File: config.mk
export PLATFORM = sky130hd
export DESIGN_NAME = sdb_dev_flat
export DESIGN_NICKNAME = d
export VERILOG_FILES = /design/src/rtl/sdb_pkg.sv /design/src/rtl/sdb_if.sv /design/src/rtl/sdb_dev.sv /design/src/flat_wrapper.sv
export SDC_FILE = /design/constraint.sdc
export NUM_CORES = 1
export LEC_CHECK = 0
export CAP_MARGIN = 20
export CORE_MARGIN = 8
export CORE_UTILIZATION = 25
export DETAILED_ROUTE_END_ITERATION = 10
export DONT_BUFFER_PORTS = 1
export PLACE_DENSITY_LB_ADDON = 0.05
export SYNTH_ARGS = -nofsm -noshare
export SYNTH_HDL_FRONTEND = slang
export SYNTH_SLANG_ARGS = --single-unit
File: constraint.sdc
create_clock -name mclk -period 3.1 [get_ports mclk]
set_clock_uncertainty 0.15 [all_clocks]
set_input_delay 0.31 -clock mclk [delete_from_list [all_inputs] [get_ports mclk]]
set_output_delay 0.31 -clock mclk [all_outputs]
set_load 0.02 [all_outputs]
File: src/rtl/sdb_pkg.sv
package sdb_pkg;
	// Address layout
	localparam int ADDR_W = 12; // A11..A0
	localparam int BANK_BIT = 11; // Bank select line
	localparam int AP_BIT = 10; // Auto-precharge / all-banks line
	localparam int COL_W = 8; // Column bits kept, A8 and A9 dropped
	// Mode load spacing, in cycles
	localparam int MODE_GAP_CYC = 2;
	// Self-refresh exit time, in cycles
	localparam int SR_EXIT_CYC = 4;
	// Command code packs cs_n, ras_n, cas_n, we_n
	localparam logic [3:0] CMD_NOP = 4'h7;
	localparam logic [3:0] CMD_BST = 4'h6;
	localparam logic [3:0] CMD_READ = 4'h5;
	localparam logic [3:0] CMD_WRITE = 4'h4;
	localparam logic [3:0] CMD_ACT = 4'h3;
	localparam logic [3:0] CMD_PRE = 4'h2;
	localparam logic [3:0] CMD_REF = 4'h1;
	localparam logic [3:0] CMD_MODE = 4'h0;
	localparam logic [3:0] CMD_DESELECT_CMD = 4'hF;

	// Per-bank state
	typedef enum logic [2:0] {
		SDB_IDLE = 3'h0,
		SDB_ACTIVE = 3'h1,
		SDB_READ = 3'h2,
		SDB_WRITE = 3'h3,
		SDB_RDAP = 3'h4,
		SDB_WRAP = 3'h5
	} sdb_bank_t;

	// Device power/clock state
	typedef enum logic [2:0] {
		SDB_RUN = 3'h0,
		SDB_SELF = 3'h1,
		SDB_SRREC = 3'h2,
		SDB_PDOWN = 3'h3,
		SDB_SUSP = 3'h4
	} sdb_pwr_t;
endpackage

File: src/rtl/sdb_if.sv
`timescale 1ns/1ps
interface sdb_if;
	logic cke; // Clock enable
	logic cs_n; // Chip select, low active
	logic ras_n; // Row strobe, low active
	logic cas_n; // Column strobe, low active
	logic we_n; // Write enable, low active
	logic [sdb_pkg::ADDR_W-1:0] addr; // A11..A0

	// Controller side drives the command pins
	modport ctrl (output cke, cs_n, ras_n, cas_n, we_n, addr);
	// Device side samples them
	modport dev (input cke, cs_n, ras_n, cas_n, we_n, addr);
endinterface

File: src/rtl/sdb_dev.sv
`timescale 1ns/1ps
// How it works
// - Rising clock enable wakes self-refresh, power-down
// - Self-refresh exit by deselect/no-op, then idle
// - Recovery plus enable fall enters power-down
// - Enable low-then-high leaves power-down to idle
// - Idle banks decode nop, act, refresh, mode
// - Idle enable fall: self-refresh or power-down
// - Controller holds refresh with enable low only if enable already low and banks busy
// - Elsewhere enable fall suspends clock next cycle
// - Controller gives defined command at suspend
// - Decisions use previous and current enable
// - Read moves selected bank to read
// - Write moves selected bank to write
// - Activate idles bank to row active
// - Column address ignores A8 and A9
// - Precharge idles one or both banks
// - Refresh, mode need idle; stop returns active
// - Controller waits two cycles after mode
module sdb_dev (
	input wire logic mclk, // 200 MHz clock
	input wire logic sys_rst, // Async reset, high
	sdb_if.dev bus, // Command pins from controller
	output sdb_pkg::sdb_bank_t bank0_st, // Bank 0 state
	output sdb_pkg::sdb_bank_t bank1_st, // Bank 1 state
	output sdb_pkg::sdb_pwr_t pwr_st, // Power state
	output logic [sdb_pkg::COL_W-1:0] col_addr, // Latched column
	output logic illegal_pulse // Illegal command seen
);
	// Banks and power state
	sdb_pkg::sdb_bank_t bank_ff [2];
	sdb_pkg::sdb_bank_t nxt_bank [2];
	sdb_pkg::sdb_pwr_t pwr_ff, nxt_pwr;
	logic cke_prev_ff; // Enable at previous edge
	logic [2:0] srx_cnt_ff, nxt_srx_cnt; // Exit timer
	logic [sdb_pkg::COL_W-1:0] col_ff, nxt_col;
	logic ill_ff, nxt_ill;
	logic [3:0] cmd; // Packed command pins
	logic bsel, ap, all_idle;

	// Recovery/exit encodings: deselect or no-op class
	function automatic logic nop_class(input logic [3:0] c);
		return c[3] | (c[2] & c[1]);
	endfunction

	// Bank that may take a column access
	function automatic logic can_access(input sdb_pkg::sdb_bank_t b);
		return b == sdb_pkg::SDB_ACTIVE || b == sdb_pkg::SDB_READ ||
			b == sdb_pkg::SDB_WRITE;
	endfunction

	assign cmd = bus.cs_n ? sdb_pkg::CMD_DESELECT_CMD :
		{1'b0, bus.ras_n, bus.cas_n, bus.we_n};
	assign bsel = bus.addr[sdb_pkg::BANK_BIT];
	assign ap = bus.addr[sdb_pkg::AP_BIT];
	assign all_idle = bank_ff[0] == sdb_pkg::SDB_IDLE &&
		bank_ff[1] == sdb_pkg::SDB_IDLE;

	// Next state of power mode and banks
	always_comb begin
		nxt_bank = bank_ff;
		nxt_pwr = pwr_ff;
		nxt_srx_cnt = srx_cnt_ff;
		nxt_col = col_ff;
		nxt_ill = 1'b0;
		case (pwr_ff)
			sdb_pkg::SDB_SELF: begin
				// Wake on enable rise, checked against last edge
				if (!cke_prev_ff && bus.cke) begin
					if (nop_class(cmd)) begin
						nxt_pwr = sdb_pkg::SDB_SRREC;
						nxt_srx_cnt = 3'(sdb_pkg::SR_EXIT_CYC);
					end else begin
						nxt_ill = 1'b1;
					end
				end
			end
			sdb_pkg::SDB_SRREC: begin
				// Wait exit time, or drop into power-down
				if (!nop_class(cmd)) begin
					nxt_ill = 1'b1;
				end else if (cke_prev_ff && !bus.cke) begin
					nxt_pwr = sdb_pkg::SDB_PDOWN;
				end else if (srx_cnt_ff <= 3'h1) begin
					nxt_pwr = sdb_pkg::SDB_RUN;
					nxt_srx_cnt = 3'h0;
				end else begin
					nxt_srx_cnt = srx_cnt_ff - 3'h1;
				end
			end
			sdb_pkg::SDB_PDOWN: begin
				// Leave on low-then-high enable
				if (!cke_prev_ff && bus.cke) begin
					nxt_pwr = sdb_pkg::SDB_RUN;
				end
			end
			sdb_pkg::SDB_SUSP: begin
				// Suspension ends on enable rise
				if (!cke_prev_ff && bus.cke) begin
					nxt_pwr = sdb_pkg::SDB_RUN;
				end
			end
			default: begin
				if (all_idle && !cke_prev_ff) begin
					nxt_pwr = sdb_pkg::SDB_PDOWN;
				end else if (all_idle && !bus.cke && cmd == sdb_pkg::CMD_REF) begin
					nxt_pwr = sdb_pkg::SDB_SELF;
				end else if (!all_idle && !bus.cke) begin
					// Busy banks with enable low suspend the clock
					nxt_pwr = sdb_pkg::SDB_SUSP;
				end
				// Commands taken only when enable was high at the previous edge
				if (cke_prev_ff) begin
					case (cmd)
						sdb_pkg::CMD_BST: begin
							for (int i = 0; i < 2; i++) begin
								if (can_access(bank_ff[i])) begin
									nxt_bank[i] = sdb_pkg::SDB_ACTIVE;
								end
							end
						end
						sdb_pkg::CMD_READ, sdb_pkg::CMD_WRITE: begin
							if (can_access(bank_ff[bsel])) begin
								if (cmd == sdb_pkg::CMD_READ) begin
									nxt_bank[bsel] = ap ? sdb_pkg::SDB_RDAP :
										sdb_pkg::SDB_READ;
								end else begin
									nxt_bank[bsel] = ap ? sdb_pkg::SDB_WRAP :
										sdb_pkg::SDB_WRITE;
								end
								nxt_col = bus.addr[sdb_pkg::COL_W-1:0];
							end else begin
								nxt_ill = 1'b1;
							end
						end
						sdb_pkg::CMD_ACT: begin
							if (bank_ff[bsel] == sdb_pkg::SDB_IDLE) begin
								nxt_bank[bsel] = sdb_pkg::SDB_ACTIVE;
							end else begin
								nxt_ill = 1'b1;
							end
						end
						sdb_pkg::CMD_PRE: begin
							if (ap) begin
								nxt_bank[0] = sdb_pkg::SDB_IDLE;
								nxt_bank[1] = sdb_pkg::SDB_IDLE;
							end else begin
								nxt_bank[bsel] = sdb_pkg::SDB_IDLE;
							end
						end
						sdb_pkg::CMD_REF, sdb_pkg::CMD_MODE: begin
							if (!all_idle) begin
								nxt_ill = 1'b1;
							end
						end
						default: begin
							// Deselect and no-op keep state
						end
					endcase
				end
			end
		endcase
	end

	// Register stage
	always_ff @(posedge mclk or posedge sys_rst) begin
		if (sys_rst) begin
			bank_ff[0] <= sdb_pkg::SDB_IDLE;
			bank_ff[1] <= sdb_pkg::SDB_IDLE;
			pwr_ff <= sdb_pkg::SDB_RUN;
			cke_prev_ff <= 1'b1;
			srx_cnt_ff <= 3'h0;
			col_ff <= 8'h00;
			ill_ff <= 1'b0;
		end else begin
			bank_ff <= nxt_bank;
			pwr_ff <= nxt_pwr;
			cke_prev_ff <= bus.cke;
			srx_cnt_ff <= nxt_srx_cnt;
			col_ff <= nxt_col;
			ill_ff <= nxt_ill;
		end
	end

	assign bank0_st = bank_ff[0];
	assign bank1_st = bank_ff[1];
	assign pwr_st = pwr_ff;
	assign col_addr = col_ff;
	assign illegal_pulse = ill_ff;
endmodule

File: src/flat_wrapper.sv
// flat-port wrapper written by rule: the top's interface ports become plain ports
module sdb_dev_flat 
  (mclk, sys_rst, bank0_st, bank1_st, pwr_st, col_addr, illegal_pulse, bus_cke, bus_cs_n, bus_ras_n, bus_cas_n, bus_we_n, bus_addr);
  sdb_if bus_i ();
  input wire logic mclk;
  input wire logic sys_rst;
  output sdb_pkg::sdb_bank_t bank0_st;
  output sdb_pkg::sdb_bank_t bank1_st;
  output sdb_pkg::sdb_pwr_t pwr_st;
  output logic [sdb_pkg::COL_W-1:0] col_addr;
  output logic illegal_pulse;
  input wire logic [$bits(bus_i.cke)-1:0] bus_cke;
  input wire logic [$bits(bus_i.cs_n)-1:0] bus_cs_n;
  input wire logic [$bits(bus_i.ras_n)-1:0] bus_ras_n;
  input wire logic [$bits(bus_i.cas_n)-1:0] bus_cas_n;
  input wire logic [$bits(bus_i.we_n)-1:0] bus_we_n;
  input wire logic [$bits(bus_i.addr)-1:0] bus_addr;
  assign bus_i.cke = bus_cke;
  assign bus_i.cs_n = bus_cs_n;
  assign bus_i.ras_n = bus_ras_n;
  assign bus_i.cas_n = bus_cas_n;
  assign bus_i.we_n = bus_we_n;
  assign bus_i.addr = bus_addr;
  sdb_dev u_core (.mclk(mclk), .sys_rst(sys_rst), .bus(bus_i), .bank0_st(bank0_st), .bank1_st(bank1_st), .pwr_st(pwr_st), .col_addr(col_addr), .illegal_pulse(illegal_pulse));
endmodule
Yosys cells after proc, flatten, opt, wreduce, memory -nomap -nowiden:

Index checks and enable logic that the tools add are counted.

* word-level logic and storage cells: 123
* input bits: 19
* output and inout bits: 18
* register bits: 22

* $lt $le $gt $ge: 3
* bitwise gates (word level): 9
* reduce and logical (&&, ||, !) cells: 33
* $add $sub $neg: 1
* multiplexer cells: 41
* equal/unequal tests: 29

Operator list (count)
* $mux W3: 22
* $eq A3 B2 Y1 const B: 8
* $mux W6: 4
* $pmux W6 S4: 1
* $reduce_and A6 Y1: 3
* $ne A2 B1 Y1 const B: 8
* $bwmux W6: 2
* $eq A3 B1 Y1 const B: 4
* $eq A4 B3 Y1 const B: 3
* $logic_not A3 Y1: 3
* $pmux W3 S3: 1
* $eq A4 B2 Y1 const B: 2
* $logic_and A1 B1 Y1: 8
* $and A6 B6 Y6: 1
* $logic_or A1 B1 Y1: 6
* $mux W1: 6
* $not A6 Y6: 1
* $pmux W1 S3: 2
* $pmux W3 S2: 1
* $reduce_bool A6 Y1: 1
* $reduce_or A2 Y1: 3
* $reduce_and A5 Y1: 1
* $and A4 B4 Y4: 1
* $eq A4 B1 Y1 const B: 1
* other kinds (21): 23

Depth between registers and ports, before layout:

Gate-level depths: netlist (run 1).

* depth in word-level cells: 11
* mapped depth: 8
* mapped depth without buffers: 8

Worst setup path before layout (run 1):

No wires, ideal clock.

* path type: register to register
* start point: register u_core.bank_ff (netlist bit u_core.bank0_st[0])
* end point: register u_core.pwr_ff[1], in the netlist u_core.pwr_st[1]
* data required time: 2.872 ns
* buffers on the path: 1
* period minus slack after synthesis: 2.317 ns
* setup time: 0.078 ns
* stages on the path, launching flop included: 8
* path slack: 0.783 ns
* arrival time: 2.089 ns
* path through: dfrtp_1 > or3_1 > or4_1 > clkbuf_2 > mux2i_1 > a211oi_1 > a21oi_1 > a21oi_1

* longest elaborated chain between the ends: 7
* elaborated cells on any way between the ends: 12
* classes of those cells: mux (3); reduce/logical (9)

RTL lines
* from (decl): RTL line sdb_dev.sv:31 `sdb_pkg::sdb_bank_t bank_ff [2];`
* from (signal assigned): RTL line sdb_dev.sv:176 `bank_ff <= nxt_bank;`
* $logic_not A3 Y1 (*): RTL line sdb_dev.sv:56 `assign all_idle = bank_ff[0] == sdb_pkg::SDB_IDLE &&`
* $logic_and A1 B1 Y1 (*): RTL line sdb_dev.sv:56
* $logic_and A1 B1 Y1 (2 in series): RTL line sdb_dev.sv:106 `end else if (all_idle && !bus.cke && cmd == sdb_pkg::CMD_REF) begin`
* $mux W3: RTL line sdb_dev.sv:106
* $mux W3: RTL line sdb_dev.sv:104 `if (all_idle && !cke_prev_ff) begin`
* $pmux W3 S3: RTL line sdb_dev.sv:66 `case (pwr_ff)`
* to (signal assigned): RTL line sdb_dev.sv:170 `pwr_ff <= sdb_pkg::SDB_RUN;`
* to (signal assigned): RTL line sdb_dev.sv:177 `pwr_ff <= nxt_pwr;`
* to (decl): RTL line sdb_dev.sv:33 `sdb_pkg::sdb_pwr_t pwr_ff, nxt_pwr;`

Mark *: on every way between the ends. The rest lies on a longest branch, timed or not.
A chain may end at the register's enable or synchronous reset.

Worst setup path in the final report (run 1):

Same ends and word-level chain as after synthesis.

==> results.json, run 1 <==
{
  "status": "finished, violations left",
  "violations": "hold timing",
  "crit_top_cell": "a21oi_1",
  "yosys_warnings": 0,
  "ys_seq_area_share_pct": 37.92,
  "via_count": 1260,
  "worstSetupPathType": "flop to flop",
  "slew_headroom_pct": 42.07,
  "antenna_found_initial": 0,
  "hold_violations": 21,
  "nFillCells": 606,
  "initial_core_util_pct": 26.11,
  "hold_class": "primary input to asynchronous set/reset pin",
  "cts_tree": "done",
  "crit_path_max_incr_delay_ps": 560,
  "htree_levels": 1,
  "power_mw": 1.354,
  "post_cts_buffers": 0,
  "worstPathArrival_ps": 2620,
  "p_leak_nw": 0.6407,
  "wirelength_mm": 3.976,
  "cts_max_path_buffers": 2,
  "crit_path_end_kind": "flop",
  "grt_pass1_vias": 1267,
  "cts.sinks": 22,
  "synth_ff_type": "dfrtp_1",
  "grtUsageTotal_pct": 9.263,
  "power_density_mw_per_mm2": 846.4,
  "final_nets": 191,
  "synthToLayoutAreaGrowth_pct": 9.974,
  "path_max_fanout": 6,
  "worst_slack_ps": 521.8,
  "gp_congestion": 0.7917,
  "synth_enable_flop_cells": 0,
  "crit_slowest_cell": "or4_1",
  "mostFrequentLayoutCells": "21 x o21ai_0, 21 x dfrtp_1, 18 x nor2_1",
  "cp-start-kind": "flop",
  "grt_first_pass_wirelength_mm": 6.396,
  "cts_root_buf": "clkbuf_8",
  "fp.dieH_um": 92.29,
  "place_ws_ps": 543.2,
  "worstPathCellList": "or3_1 -> or4_1 -> mux2i_1 -> a211oi_1 -> a21oi_1 -> a21oi_1",
  "n_antenna_cell": 0,
  "drc_errors": 0,
  "coreArea_mm2": 0.005574,
  "crit_required_ps": 3150,
  "syn-num-nets": 193,
  "setup_violations": 0,
  "synthCells": 172,
  "fin_crit_ps": 2578,
  "ff_latch_area_um2": 551.8,
  "timing.fmax_mhz": 387.9,
  "min_period_over_period_pct": 83.17,
  "hpwl_mm": 2.945,
  "die_x_um": 92.29,
  "ant_nets": 0,
  "yosys.area.top_type": "dfrtp_1",
  "synth.lib_cells_used.distinct": 45,
  "rsz0062_at_grt": "no",
  "grt-ovfl-total": 0,
  "drv_slew": 0,
  "ios": 37,
  "wire_per_inst_um": 16.50,
  "layout-drive-gt1-share_pct": 11.83,
  "drt_iter0_drc": 107,
  "clock_latency_ps": 260,
  "firstDrtPassIters": 4,
  "setup_tns_ps": 0,
  "portBuffers": 0,
  "synth_area_per_cell_um2": 8.460,
  "yosys-top-cells-area": "dfrtp_1 36%, o21ai_0 7.2%, mux2_2 6.2%, nor2_1 4.6%, a21oi_1 3.1%",
  "dieArea_mm2": 0.008517,
  "num_rows": 27,
  "grt_max_degree": 23,
  "synth_top_area_share_pct": 36.11,
  "cts_made_buffers": 3,
  "viasPerCell": 5.228,
  "path_clk_slew_ps": 90,
  "ys_ff_latch": 22,
  "irDropWorstVdd_mv": 0.3417,
  "syn-cell-area_mm2": 0.001455,
  "maxCapViolations": 0,
  "worst_slew_pin_slew_ps": 868.0,
  "multi_input_area_um2": 829.5,
  "holdWs_ps": -42.42,
  "async_flop_share_pct": 100.0
}
synth_stat cells (all sizes together) (3+ instances only):
master,number
o31ai,3
o21ai,24
nor3b,5
dfrtp,21
a211oi,3
nor3,9
inv,8
nand3,4
nor2,18
nand2b,4
clkbuf,6
mux2,8
buf,4
nor2b,4
a21oi,9
nand2,10
report_power, final:
group / switching [mW] / total, mW / internal (mW)
registers: 0.231 / 0.611 / 0.380
logic: 0.253 / 0.470 / 0.216
clock network: 0.102 / 0.274 / 0.173
worst paths after layout:
| path | startpoint | to | slack, ps | cells past startpoint |
|---|---|---|---|---|
| max | u_core.bank0_st[0] | u_core.pwr_st[1] | 520 | 6 |
| min | sys_rst | u_core.col_addr[6] | -40 | 1 |
| max reg2reg | u_core.bank0_st[0] | u_core.pwr_st[1] | 520 | 6 |
| min reg2reg | u_core.srx_cnt_ff[2] | u_core.srx_cnt_ff[2] | 380 | 1 |
| max in group asynchronous | sys_rst | u_core.pwr_st[2] | 2310 | 1 |
| min in group mclk | bus_addr[11] | u_core.bank1_st[1] | 20 | 2 |
state kept, by name, summed over array words and instances (netlist names):
register              flops
u_core.srx_cnt_ff         3
u_core.col_addr           8
u_core.bank1_st           3
u_core.bank0_st           3
u_core.illegal_pulse      1
u_core.cke_prev_ff        1
u_core.pwr_st             3
area by class of cell:
cell class	instances	area share, %
Tap cell	72	5.629
Sequential cell	22	34.48
Clock inverter	1	1.876
Multi-Input combinational cell	132	51.84
Clock buffer	3	2.580
Inverter	8	1.876
Timing Repair Buffer	3	1.720
stage by stage:
stage                     util (%)  instance area [um2]  instances  hold WS [ps]
after floorplan                  -                 1455        172         148.5
after global routing         28.71                 1600        241         23.54
after global placement       27.07                 1509        235         165.4
after detailed placement     27.07                 1509        235         165.3
after CTS                    28.71                 1600        241         6.024
final                        28.71                 1600        241        -42.42
logic make-up (layout without fill, tap and decap cells):
| group | after synthesis | in the layout | synth area share [%] |
|---|---|---|---|
| muxes | 9 | 9 | 6.879 |
| DFF | 22 | 22 | 37.92 |
| buffers and inverters | 18 | 15 | 5.073 |
| AOI/OAI and AO/OA | 56 | 56 | 24.33 |
| and+or+nand+nor | 65 | 65 | 24.08 |
| adders and majority gates | 2 | 2 | 1.719 |
worst max-delay path: cells and delay by family, from the launching register on:
kind	cells	cell delay, ps
and+or+nand+nor	2	990
muxes	1	170
AOI/OAI and AO/OA	3	690
DFF	1	510
metal layers:
| metal | share of wire (%) | GRT usage (%) | routed length [um] |
|---|---|---|---|
| met5 | 0 | 0 | 0 |
| met1 | 47 | 11.12 | 1868 |
| met3 | 5.5 | 2.502 | 218 |
| met4 | 0.60 | 2.953 | 24 |
| met2 | 47 | 15.67 | 1865 |
repair_timing:
action | 4_1_cts | 5_1_grt
hold buffers | 2 | 0
resized for setup | 0 | 0
endpoints found under the setup margin | 0 | 0
endpoints found under the hold margin | 2 | 0
Note: power is estimated with default switching activity, not from simulation.
==> run 2, diff against run 1 <==
Clock period 3.1 ns to 2.53 ns, I/O delays scaled along.
==> run 2 against run 1 <==
  * The flow now finishes without violations
  * Worst setup slack worse by 200 ps
  * Cell area up 11%
  * Largest power group is now combinational cells
  * Power up 31%
  * Via count up 7.8%
  * Clock-buffer cell count unchanged
  * Sequential power up 8.5%
  * Non-clock buffer count up 19
  * Combinational power up 65%
  * Worst hold slack better by 63 ps
  * Cell count up 7.9%
  * First-iteration DRC count down 19%
  * Core utilization up 3.1 points
==> results.json, run 2 (synthesized netlist as in run 1, its figures left out) <==
{
  "status": "completed",
  "synthToLayoutAreaGrowth_pct": 21.67,
  "path_clk_slew_ps": 90,
  "hold_violations": 0,
  "clock_latency_ps": 270,
  "post_cts_buffers": 0,
  "ios": 37,
  "layout-drive-gt1-share_pct": 14.89,
  "wire_per_inst_um": 16.20,
  "cts_made_buffers": 3,
  "worstSetupPathType": "flop to flop",
  "worstPathArrival_ps": 2260,
  "hpwl_mm": 3.041,
  "final_nets": 210,
  "cts_max_path_buffers": 2,
  "cts_tree": "done",
  "dieArea_mm2": 0.008517,
  "crit_required_ps": 2580,
  "firstDrtPassIters": 5,
  "fp.dieH_um": 92.29,
  "ff_latch_area_um2": 551.8,
  "worst_slew_pin_slew_ps": 913.0,
  "antenna_found_initial": 0,
  "rsz0062_at_grt": "no",
  "gr-usage-met1_pct": 11.57,
  "multi_input_area_um2": 829.5,
  "setup_tns_ps": 0,
  "die_x_um": 92.29,
  "largest_reg_flops": 8,
  "crit_path_end_kind": "flop",
  "ant_nets": 0,
  "irDropWorstVdd_mv": 0.3921,
  "cts_resized": 0,
  "min_period_over_period_pct": 87.35,
  "busiest_layer": "met2",
  "grt_first_pass_wirelength_mm": 6.844,
  "coreArea_mm2": 0.005574,
  "design_area_mm2": 0.001770,
  "cp-start-kind": "flop",
  "drc_errors": 0,
  "grt_pass1_vias": 1362,
  "num_rows": 27,
  "slew_headroom_pct": 39.07,
  "drt_iter0_drc": 87,
  "initial_core_util_pct": 26.11,
  "cts_root_buf": "clkbuf_8",
  "mostFrequentLayoutCells": "21 x o21ai_0, 21 x dfrtp_1, 18 x nor2_1",
  "cts_hold_buffers": 13,
  "maxCapViolations": 0,
  "cts.sinks": 22,
  "n_antenna_cell": 0,
  "reg2reg_slack_ps": 320,
  "via_count": 1358,
  "grt-ovfl-total": 0,
  "power_mw": 1.776,
  "power_density_mw_per_mm2": 1003,
  "timing.fmax_mhz": 452.5,
  "portBuffers": 0,
  "placed_area_mm2": 0.001569,
  "p_leak_nw": 0.7263,
  "htree_levels": 1,
  "setup_violations": 0,
  "grt_max_degree": 23,
  "nFillCells": 603,
  "wirelength_mm": 4.212,
  "drv_slew": 0,
  "grtUsageMet2_pct": 16.33,
  "grtUsageTotal_pct": 9.965,
  "grt_use_met3_pct": 3.390,
  "hold_class": "primary input to flop",
  "gp_congestion": 0.8065,
  "fin_crit_ps": 2210,
  "viasPerCell": 5.223,
  "path_max_fanout": 4
}
[run 2: routing by layer]
layer,vias to the layer above,routed length [um]
met2,50,1997
li1,658,-
met1,644,1845
met3,6,309
met5,-,0
met4,0,61
[run 2: where the power goes]
group	total (mW)	switching (mW)	internal (mW)
registers	0.663	0.195	0.467
clock network	0.337	0.126	0.212
logic	0.776	0.421	0.355
total	1.78	0.742	1.03
[run 2: path summary, 6_finish.rpt]
check                                     startpoint                   end  cells after the start
worst max-delay path              u_core.bank0_st[0]      u_core.pwr_st[1]                      7
worst min-delay path                        bus_cs_n    u_core.bank1_st[0]                      2
worst max register to register    u_core.bank0_st[0]      u_core.pwr_st[1]                      7
worst min register to register  u_core.srx_cnt_ff[2]  u_core.srx_cnt_ff[2]                      1
max in group asynchronous                    sys_rst  u_core.srx_cnt_ff[0]                      2
min in group asynchronous                    sys_rst    u_core.col_addr[0]                      2
[run 2: through the flow]
stage | utilization, % | std cells | hold WS [ps] | setup slack (ps)
finish | 31.76 | 260 | 20.82 | 320.0
global route | 31.76 | 260 | 31.69 | 230.6
CTS | 31.76 | 260 | 19.86 | 308.7
detailed placement | 28.15 | 243 | 108.3 | 331.5
global placement | 28.15 | 243 | 108.5 | 310.3
floorplan | - | 172 | 91.48 | 213.1
[run 2: critical path: stages, from the launching register on]
cell and delay (ps):
dfrtp_1 380, or3_1 400, or4_1 490, mux2i_1 150, a211oi_1 230, buf_4 160, a21oi_1 50, a21oi_1 120
[run 2: layout make-up]
type,count,share of cell area (%)
Sequential cell,22,31.17
Tap cell,72,5.088
Clock inverter,1,1.696
Inverter,8,1.696
Clock buffer,3,2.332
Multi-Input combinational cell,132,46.86
Timing Repair Buffer,22,11.17
==> run 3, diff against run 2 <==
Settings changed: RECOVER_POWER set to 100.
==> run 3 against run 2 <==
  * Fmax is 2.1% lower
  * Largest power group unchanged
  * Clock-buffer cell count is the same
  * Non-clock buffer count stayed put
  * Via count grew 0.29%
  * Clock power about the same
  * Cell count is the same
  * Largest cell class unchanged
  * Routed wire length rose by 0.43%
==> results.json, run 3 (synthesized netlist as in run 1, its figures left out) <==
{
  "status": "completed",
  "crit_top_cell": "a21oi_1",
  "path_clk_slew_ps": 90,
  "timing.fmax_mhz": 442.8,
  "grt_pass1_vias": 1362,
  "via_count": 1362,
  "n_antenna_cell": 0,
  "cp-start-kind": "flop",
  "final_nets": 210,
  "final_common_cell": "o21ai_0",
  "setup_violations": 0,
  "hpwl_mm": 3.041,
  "antenna_found_initial": 0,
  "placed_area_mm2": 0.001569,
  "power_mw": 1.725,
  "cts_resized": 0,
  "htree_levels": 1,
  "fin_crit_ps": 2258,
  "worstSetupPathType": "flop to flop",
  "setup_tns_ps": 0,
  "gp_congestion": 0.8065,
  "die_x_um": 92.29,
  "post_cts_buffers": 0,
  "pwr-share-seq_pct": 38.4,
  "worst_slew_pin_slew_ps": 920.2,
  "num_rows": 27,
  "switching_share_pct": 42.94,
  "cts_tree": "done",
  "crit_path_end_kind": "flop",
  "portBuffers": 0,
  "worstPathArrival_ps": 2310,
  "p_leak_nw": 0.7001,
  "ant_nets": 0,
  "coreArea_mm2": 0.005574,
  "firstDrtPassIters": 4,
  "synthToLayoutAreaGrowth_pct": 19.86,
  "maxCapViolations": 0,
  "drc_errors": 0,
  "clkPwrFrac_pct": 19.5,
  "rsz0062_at_grt": "no",
  "fp.dieH_um": 92.29,
  "path_max_fanout": 4,
  "grt_max_degree": 23,
  "worstPathCellList": "or3_1 -> or4_1 -> mux2i_1 -> a211oi_1 -> clkbuf_1 -> a21oi_1 -> a21oi_1",
  "dieArea_mm2": 0.008517,
  "power_density_mw_per_mm2": 989.3,
  "min_period_over_period_pct": 89.26,
  "grt_first_pass_wirelength_mm": 6.844,
  "hold_class": "primary input to flop",
  "design_area_mm2": 0.001744,
  "cts_max_path_buffers": 2,
  "cts_hold_buffers": 13,
  "largest_reg_flops": 8,
  "nFillCells": 607,
  "place_ws_ps": 331.5,
  "drt_iter0_drc": 79,
  "cts_root_buf": "clkbuf_8",
  "utilization_pct": 31.29,
  "drv_slew": 0,
  "p_int_uw": 984.5,
  "crit_slowest_cell": "or4_1",
  "ios": 37,
  "cts_made_buffers": 3,
  "combPwrFrac_pct": 42.1,
  "crit_path_max_incr_delay_ps": 490,
  "clock_latency_ps": 270,
  "crit_required_ps": 2580,
  "grt-ovfl-total": 0,
  "worst_slack_ps": 271.7,
  "slew_headroom_pct": 38.59,
  "initial_core_util_pct": 26.11,
  "hold_violations": 0,
  "viasPerCell": 5.238,
  "irDropWorstVdd_mv": 0.3892,
  "reg2reg_slack_ps": 270,
  "grtUsageTotal_pct": 9.965,
  "p_switching_uw": 741.0,
  "wirelength_mm": 4.230,
  "cts.sinks": 22,
  "layout-drive-gt1-share_pct": 11.17,
  "wire_per_inst_um": 16.27,
  "mostFrequentLayoutCells": "23 x o21ai_0, 21 x dfrtp_1, 18 x nor2_1"
}
==> run 3: layout make-up <==
cell class | instances | area (um2) | share of cell area (%)
Multi-Input combinational cell | 132 | 829.5 | 47.56
Sequential cell | 22 | 551.8 | 31.64
Timing Repair Buffer | 22 | 171.4 | 9.828
Tap cell | 72 | 90.09 | 5.165
Clock buffer | 3 | 41.29 | 2.367
Clock inverter | 1 | 30.03 | 1.722
Inverter | 8 | 30.03 | 1.722
==> run 3: stage by stage <==
step | hold WS (ps) | instances
floorplan | 91.48 | 172
CTS | 19.86 | 260
finish | 21.86 | 260
global route | 31.69 | 260
detailed placement | 108.3 | 243
global placement | 108.5 | 243
==> run 3: worst paths after layout <==
kind / from / endpoint / cells past startpoint
worst max-delay path: u_core.bank0_st[0] / u_core.pwr_st[1] / 7
worst min-delay path: bus_cs_n / u_core.bank1_st[0] / 2
worst max register to register: u_core.bank0_st[0] / u_core.pwr_st[1] / 7
worst min register to register: u_core.srx_cnt_ff[2] / u_core.srx_cnt_ff[2] / 1
max in group asynchronous: sys_rst / u_core.srx_cnt_ff[0] / 2
min in group asynchronous: sys_rst / u_core.col_addr[0] / 2
==> run 3: routing by layer <==
metal | share of wire (%) | vias to the layer above | global-route usage, %
li1 | - | 659 | -
met1 | 44 | 649 | 11.57
met2 | 47 | 46 | 16.33
met3 | 7.0 | 8 | 3.390
met4 | 1.6 | 0 | 4.295
met5 | 0 | - | 0
==> run 3: worst max-delay path, delay by kind of cell (launching register included) <==
family,cells,cell delay [ps]
AOI/OAI and AO/OA,3,430
buffers and inverters,1,190
DFF,1,380
muxes,1,150
and+or+nand+nor,2,890
==> run 3: power groups by stage <==
stage                     clock network, mW  registers (mW)  logic, mW
after floorplan                           0           0.662      0.530
after global placement                    0           0.675      0.755
after detailed placement                  0           0.669      0.761
after CTS                             0.348           0.663      0.780
after global routing                  0.360           0.680      0.817
final                                 0.337           0.662      0.726
